===== src/inc/switch_control_pkg.sv =====
// constants for the switch control register block
package switch_control_pkg;
    localparam logic [11:0] SWITCH_CONTROL_OFFSET = 12'h404;
    localparam int BIT_FULL_RESET = 0;
    localparam int BIT_WARM_RESET = 1;
    localparam int BIT_HOLD = 2;
    localparam int BIT_UNLOCK = 3;
    localparam int BIT_BUDGET_UNLOCK = 4;
    localparam int BIT_LINK_DOWN_DIS = 5;
    localparam int BIT_EEPROM_SKIP = 6;
    localparam int BIT_STRICT_ORDER = 7;
    localparam int BIT_PEER_DIS = 8;
    localparam int BIT_STORE_FWD = 14;
    localparam int BIT_LOCK_BYPASS = 15;
    localparam logic [31:0] SWITCH_CONTROL_WRITE_MASK = 32'h0000_C1FC;
    localparam logic [31:0] BUDGET_RESET = 32'h0000_0000;
    localparam int BUDGET_COUNT = 8;
    localparam logic [2:0] BUDGET_IDX_W = 3'h7;
endpackage : switch_control_pkg


===== src/rtl/switch_control_budget_regs.sv =====
// bank of eight power-budget value registers guarded by the unlock bit
`timescale 1ns/1ps
module switch_control_budget_regs
    import switch_control_pkg::*;
(
    input wire logic clock,
    input wire logic rst_n,
    input wire logic clk_en,
    input wire logic unlock,
    input wire logic wr_en,
    input wire logic [2:0] wr_index,
    input wire logic [31:0] wr_data,
    input wire logic [2:0] rd_index,
    output logic [31:0] rd_data
);
    logic [31:0] value [BUDGET_COUNT];

    genvar g;
    generate
        for (g = 0; g < BUDGET_COUNT; g++)
        begin : g_entry
            always_ff @(posedge clock or negedge rst_n)
            begin
                if (!rst_n)
                    value[g] <= BUDGET_RESET;
                else if (clk_en && wr_en && unlock && wr_index == 3'(g))
                    value[g] <= wr_data;
            end
        end
    endgenerate

    always_ff @(posedge clock or negedge rst_n)
    begin
        if (!rst_n)
            rd_data <= BUDGET_RESET;
        else if (clk_en)
            rd_data <= value[rd_index];
    end

    blocked_write_a: assert property (@(posedge clock) disable iff (!rst_n)
        clk_en && wr_en && !unlock |=> $stable(value[$past(wr_index)]))
        else $error("budget register changed while locked");
endmodule // switch_control_budget_regs


===== src/rtl/switch_control_switch_control.sv =====
// switch control register with reset triggers, hold and policy outputs
// Overview of operation
// - writing one starts fundamental reset; reads zero
// - writing one starts hot reset; reads zero
// - hold bit keeps switch logic in reset
// - hold frozen after reset; set on EEPROM error
// - hold initial value is captured strap
// - unlock bit gates writes to lockable fields
// - unlock forced one during reset operation
// - budget unlock makes budget values writable
// - locked budget writes are ignored
// - bit 5 blocks link-down hot reset
// - bit 7 forces strict ordering
// - bit 8 disables peer traffic
// - bit 14 forces store and forward
// - bit 15 bypasses lock semantics
`timescale 1ns/1ps
module switch_control_switch_control
    import switch_control_pkg::*;
(
    input wire logic clock,
    input wire logic rst_n,
    input wire logic clk_en,
    input wire logic reg_wr,
    input wire logic reg_rd,
    input wire logic [11:0] reg_addr,
    input wire logic [31:0] reg_wdata,
    output logic [31:0] reg_rdata,
    input wire logic budget_wr,
    input wire logic [2:0] budget_index,
    output logic [31:0] budget_rdata,
    input wire logic hold_strap,
    input wire logic reset_in_progress,
    input wire logic eeprom_error,
    input wire logic link_down_event,
    output logic full_reset_trigger,
    output logic warm_reset_trigger,
    output logic hold_in_reset,
    output logic warm_reset_eeprom_skip,
    output logic strict_ordering_force,
    output logic peer_traffic_disable,
    output logic store_forward_force,
    output logic lock_semantics_bypass
);
    import switch_control_pkg::*;

    logic rst_meta;
    logic rst_sync_n;
    logic strap_taken;
    logic write_unlock_enable;
    logic budget_value_unlock;
    logic link_down_reset_disable;
    logic hit_wr;
    logic hit_rd;
    logic unlock_eff;
    logic [31:0] next_rdata;

    always_ff @(posedge clock or negedge rst_n)
    begin
        if (!rst_n)
        begin
            rst_meta <= 1'b0;
            rst_sync_n <= 1'b0;
        end
        else
        begin
            rst_meta <= 1'b1;
            rst_sync_n <= rst_meta;
        end
    end

    assign hit_wr = reg_wr && reg_addr == SWITCH_CONTROL_OFFSET;
    assign hit_rd = reg_rd && reg_addr == SWITCH_CONTROL_OFFSET;
    assign unlock_eff = write_unlock_enable || reset_in_progress;

    // triggers are one-cycle pulses; a zero write is ignored
    always_ff @(posedge clock or negedge rst_sync_n)
    begin
        if (!rst_sync_n)
        begin
            full_reset_trigger <= 1'b0;
            warm_reset_trigger <= 1'b0;
        end
        else if (clk_en)
        begin
            full_reset_trigger <= hit_wr && reg_wdata[BIT_FULL_RESET];
            warm_reset_trigger <= (hit_wr && reg_wdata[BIT_WARM_RESET])
                || (link_down_event && !link_down_reset_disable);
        end
    end

    // the strap is sampled by a clocked process on the first enabled cycle after reset release, never under async reset
    always_ff @(posedge clock or negedge rst_sync_n)
    begin
        if (!rst_sync_n)
        begin
            hold_in_reset <= 1'b0;
            strap_taken <= 1'b0;
        end
        else if (clk_en)
        begin
            if (!strap_taken)
            begin
                hold_in_reset <= hold_strap;
                strap_taken <= 1'b1;
            end
            else if (eeprom_error && reset_in_progress)
                hold_in_reset <= 1'b1;
            else if (hit_wr && reset_in_progress)
                hold_in_reset <= reg_wdata[BIT_HOLD];
        end
    end

    always_ff @(posedge clock or negedge rst_sync_n)
    begin
        if (!rst_sync_n)
        begin
            write_unlock_enable <= 1'b0;
            budget_value_unlock <= 1'b0;
        end
        else if (clk_en)
        begin
            if (reset_in_progress)
                write_unlock_enable <= 1'b1;
            else if (hit_wr)
                write_unlock_enable <= reg_wdata[BIT_UNLOCK];
            if (hit_wr && unlock_eff)
                budget_value_unlock <= reg_wdata[BIT_BUDGET_UNLOCK];
        end
    end

    always_ff @(posedge clock or negedge rst_sync_n)
    begin
        if (!rst_sync_n)
        begin
            link_down_reset_disable <= 1'b0;
            warm_reset_eeprom_skip <= 1'b0;
            strict_ordering_force <= 1'b0;
            peer_traffic_disable <= 1'b0;
            store_forward_force <= 1'b0;
            lock_semantics_bypass <= 1'b0;
        end
        else if (clk_en && hit_wr)
        begin
            link_down_reset_disable <= reg_wdata[BIT_LINK_DOWN_DIS];
            warm_reset_eeprom_skip <= reg_wdata[BIT_EEPROM_SKIP];
            strict_ordering_force <= reg_wdata[BIT_STRICT_ORDER];
            peer_traffic_disable <= reg_wdata[BIT_PEER_DIS];
            store_forward_force <= reg_wdata[BIT_STORE_FWD];
            lock_semantics_bypass <= reg_wdata[BIT_LOCK_BYPASS];
        end
    end

    always_comb
    begin
        next_rdata = 32'h0000_0000;
        next_rdata[BIT_HOLD] = hold_in_reset;
        next_rdata[BIT_UNLOCK] = write_unlock_enable;
        next_rdata[BIT_BUDGET_UNLOCK] = budget_value_unlock;
        next_rdata[BIT_LINK_DOWN_DIS] = link_down_reset_disable;
        next_rdata[BIT_EEPROM_SKIP] = warm_reset_eeprom_skip;
        next_rdata[BIT_STRICT_ORDER] = strict_ordering_force;
        next_rdata[BIT_PEER_DIS] = peer_traffic_disable;
        next_rdata[BIT_STORE_FWD] = store_forward_force;
        next_rdata[BIT_LOCK_BYPASS] = lock_semantics_bypass;
        next_rdata = next_rdata & SWITCH_CONTROL_WRITE_MASK;
    end

    always_ff @(posedge clock or negedge rst_sync_n)
    begin
        if (!rst_sync_n)
            reg_rdata <= 32'h0000_0000;
        else if (clk_en && hit_rd)
            reg_rdata <= next_rdata;
    end

    switch_control_budget_regs u_budget (
        .clock(clock),
        .rst_n(rst_sync_n),
        .clk_en(clk_en),
        .unlock(budget_value_unlock),
        .wr_en(budget_wr),
        .wr_index(budget_index),
        .wr_data(reg_wdata),
        .rd_index(budget_index),
        .rd_data(budget_rdata)
    );

    trigger_pulse_a: assert property (@(posedge clock) disable iff (!rst_sync_n)
        clk_en && hit_wr && reg_wdata[0] |=> full_reset_trigger
        ##1 (!full_reset_trigger || !$past(clk_en) || $past(hit_wr && reg_wdata[0])))
        else $error("full reset trigger wrong");
    warm_trigger_a: assert property (@(posedge clock) disable iff (!rst_sync_n)
        clk_en && hit_wr && reg_wdata[1] |=> warm_reset_trigger)
        else $error("warm reset trigger missing");
    hold_frozen_a: assert property (@(posedge clock) disable iff (!rst_sync_n)
        strap_taken && $past(strap_taken) && !reset_in_progress && !$past(reset_in_progress)
        |-> $stable(hold_in_reset))
        else $error("hold changed outside reset");
    unlock_forced_a: assert property (@(posedge clock) disable iff (!rst_sync_n)
        clk_en && reset_in_progress |=> write_unlock_enable)
        else $error("unlock not forced during reset");
    locked_field_a: assert property (@(posedge clock) disable iff (!rst_sync_n)
        !unlock_eff |=> $stable(budget_value_unlock))
        else $error("lockable field changed while locked");
    link_down_a: assert property (@(posedge clock) disable iff (!rst_sync_n)
        clk_en && link_down_event && link_down_reset_disable && !hit_wr |=> !warm_reset_trigger)
        else $error("link down reset not suppressed");
    read_zero_a: assert property (@(posedge clock) disable iff (!rst_sync_n)
        (reg_rdata & ~SWITCH_CONTROL_WRITE_MASK) == 32'h0000_0000)
        else $error("reserved or trigger bits read nonzero");
    policy_store_a: assert property (@(posedge clock) disable iff (!rst_sync_n)
        clk_en && hit_wr |=> strict_ordering_force == $past(reg_wdata[7]) && store_forward_force == $past(reg_wdata[14]))
        else $error("policy bits not stored");
endmodule // switch_control_switch_control


===== config.mk =====
export PLATFORM = sky130hd
export DESIGN_NAME = switch_control_switch_control
export DESIGN_NICKNAME = d
export VERILOG_FILES = /design/src/inc/switch_control_pkg.sv /design/src/rtl/switch_control_budget_regs.sv /design/src/rtl/switch_control_switch_control.sv
export SDC_FILE = /design/constraint.sdc
export NUM_CORES = 1
export LEC_CHECK = 0
export BUFFER_PORTS_ARGS = -buffer_cell sky130_fd_sc_hd__buf_2
export CAP_MARGIN = 10
export CELL_PAD_IN_SITES_DETAIL_PLACEMENT = 1
export CELL_PAD_IN_SITES_GLOBAL_PLACEMENT = 2
export CORE_MARGIN = 2
export CORE_UTILIZATION = 43
export DETAILED_ROUTE_END_ITERATION = 8
export GPL_ROUTABILITY_DRIVEN = 0
export HOLD_SLACK_MARGIN = 0.02
export PLACE_DENSITY = 0.88
export SLEW_MARGIN = 20
export SYNTH_ARGS = -nofsm -noshare
export SYNTH_HDL_FRONTEND = slang
export SYNTH_SLANG_ARGS = --single-unit

===== constraint.sdc =====
create_clock -name clock -period 10.9 [get_ports clock]
set_clock_uncertainty 0.15 [all_clocks]
set_input_delay 1.09 -clock clock [delete_from_list [all_inputs] [get_ports clock]]
set_output_delay 1.09 -clock clock [all_outputs]
set_load 0.01 [all_outputs]

==> flow_summary.yaml <==
status:
  status: "completed"
layout:
  regMostFlops: "u_budget.value"
  fin_nets: 1025
  drive_gt1_share_pct: 49.8
  multi_input_area_sq_um: 5520
  area_growth_pct: 13.7
  fillers: 3033
  stdcell_area_sq_um: 15600
  largest_reg_flops: 256
  reg_top3: "u_budget.value: 256 flops, u_budget.rd_data: 32 flops, reg_rdata: 9 flops"
  regArea_sq_um: 7790
floorplan:
  num_rows: 65
  die_w_um: 183
  start_util_pct: 43.6
  dieArea_sq_um: 33400
  core_area_sq_um: 31500
  fp.dieH_um: 183
  io_pins: 129
worst_setup_path:
  crit_arrival_ns: 3.93
  start_kind: "input port"
  path_max_fanout: 44
  required_ns: 11.13
  critical_path_class: "input port to register"
  r2r-start: "rst_sync_n"
  crit_path_end_kind: "register"
  reg2reg_slack_ns: 8.08
  r2r_end: "u_budget.value[98]"
  reg2reg_depth: 2
sta:
  worstMarginPinSlew_ns: 0.965
  finalSetupViolations: 0
  slew_violations: 0
  period_needed_ns: 3.70
  rsz0062_at_grt: "no"
  min_period_over_period_pct: 33.9
  slew-limit-headroom_pct: 35.7
  finalSetupTns_ns: 0
  fmax_mhz: 270
  final_hold_viol_count: 0
cts:
  cts-root-buf: "clkbuf_16"
  ctsHoldBuffers: 0
  cts_buffer_depth: 3
  htree_levels: 2
  cts_buffers: 35
  post-cts-setup-buffers: 0
  cts_tree: "yes"
  clk_pin_slew_ns: 0.06
  post_cts_resized: 0
  clk-insertion-delay-late_ns: 0.51
  cts_sinks: 311
place:
  port_buffers: 105
  dp_hpwl_um: 18100
  placed_area_sq_um: 14500
power_and_ir_drop:
  power_density_nw_per_um2: 155
  irDropWorstVdd_mv: 0.108
  p_leak_nw: 7.77
global_routing:
  grtUsageMet2_pct: 31.9
  grt_pass1_vias: 8615
  grt_overflow: 0
  grt_max_degree: 76
  antenna_found_initial: 3
  top_usage_layer: "met2"
  grt_usage_pct: 18.7
  met1_usage_pct: 25.0
  met3_usage_pct: 2.99
  grt_pass1_wl_um: 48800
yosys:
  synth_area_sq_um: 13700
  synth_flop_cell: "dfrtp_1"
  syn_inst: 862
  synth_top_area_cell: "dfrtp_1"
  yosys-top-cells-count: "dfrtp_1, mux2_2, mux4_2, buf_4, nor2_1"
  ys_async_sr_fraction_pct: 100
  synth.distinct_cells: 33
  synth_edf_count: 0
  synth_seq_cells: 311
  ys_seq_area_share_pct: 56.7
  avgSynthCellArea_sq_um: 15.9
  yosysMostFrequentCell: "dfrtp_1"
  synth_area_leaders: "dfrtp_1, mux2_2, mux4_2"
  synth_top_area_share_pct: 56.7
  synth_warnings: 0
detailed_routing:
  viasPerCell: 5.42
  drt_pass1_iterations: 6
  drc_errors: 0
  drt_iter0_drc: 380
  ant_nets: 0
  routed-via-count: 7573
  wirelength_um: 30100
  avgRoutedWirePerCell_um: 21.6
worst_hold_path:
  hold_class: "input port to asynchronous set/reset pin"
job:
  cap_violations: 0
-- per-stage QoR --
step                      worst slack (ns)  hold slack [ns]  utilization [%]  total power (W)  instances
after floorplan                       1.44            0.181                -          0.00127        884
after global placement                6.64            0.191             46.0          0.00131       1333
after detailed placement              6.58            0.189             46.0          0.00131       1333
after CTS                             7.11            0.190             49.5          0.00245       1395
after global routing                  6.92            0.197             49.5          0.00251       1396
final                                 7.20            0.208             49.5          0.00242       1396
-- worst max-delay path by stage --
stage | start | end | slack [ns] | cells after the start
6_report | budget_index[1] | u_budget.value[148] | 7.20 | 6
5_1_grt | budget_index[1] | u_budget.value[144] | 6.92 | 6
4_1_cts | budget_index[1] | u_budget.value[148] | 7.11 | 6
3_5_place_dp | budget_index[1] | u_budget.value[138] | 6.58 | 6
3_3_place_gp | budget_index[1] | u_budget.value[151] | 6.64 | 6
2_1_floorplan | rst_sync_n | budget_value_unlock | 1.44 | 0
-- cells by family (layout without fill, tap and decap cells) --
| logic type | after synthesis | after routing | synth area share, % |
|---|---|---|---|
| AOI/OAI and AO/OA | 39 | 39 | 1.46 |
| buffers and inverters | 78 | 187 | 3.89 |
| DFF | 311 | 311 | 56.7 |
| muxes | 370 | 370 | 35.3 |
| other | 2 | 25 | 0.0547 |
| and+or+nand+nor | 62 | 62 | 2.53 |
-- where the power goes --
group	total, W	internal (W)	switching (W)	leakage (nW)
logic	0.000108	0.0000344	0.0000736	2.94
registers	0.00118	0.00117	0.0000109	4.28
clock network	0.00114	0.000683	0.000452	0.550
total	0.00242	0.00188	0.000537	7.77
-- critical path, cell delays in order --
cell and delay (ns):
buf_4 0.42, buf_4 0.79, nand2_1 0.30, nor2_4 0.48, buf_4 0.42, mux2_2 0.38
-- cells in the final DEF (no fill, tap or decap), types with 2 or more instances in the layout --
cell       count
mux4_2        63
nor4b_1        2
inv_1          4
dfrtp_1      310
nand2b_1       2
nand2_1        5
conb_1        24
nor2_1        35
o21ai_0        3
mux2_2       246
buf_4         18
nor3_4         2
clkbuf_16     37
nand4_2        2
mux2_1        27
clkbuf_1      12
buf_2        103
a21oi_1       34
clkinv_2       4
nor2_4         6
mux2i_1       33
clkbuf_8       9
-- metal layers --
metal  vias up  wire [um]
met3        47       1010
met4         4        674
met5         -         30
met2       127      15000
li1       3324          -
met1      4071      13400
-- layout make-up --
class	count	area share [%]
flip-flops and latches	311	49.9
multi-input cells	495	35.4
clock inverters	4	0.128
clock buffers	58	7.02
repair buffers	121	4.17
diodes	1	0.0160
inverters	4	0.0963
well taps	402	3.23
Power figures use the tool's default switching activity.
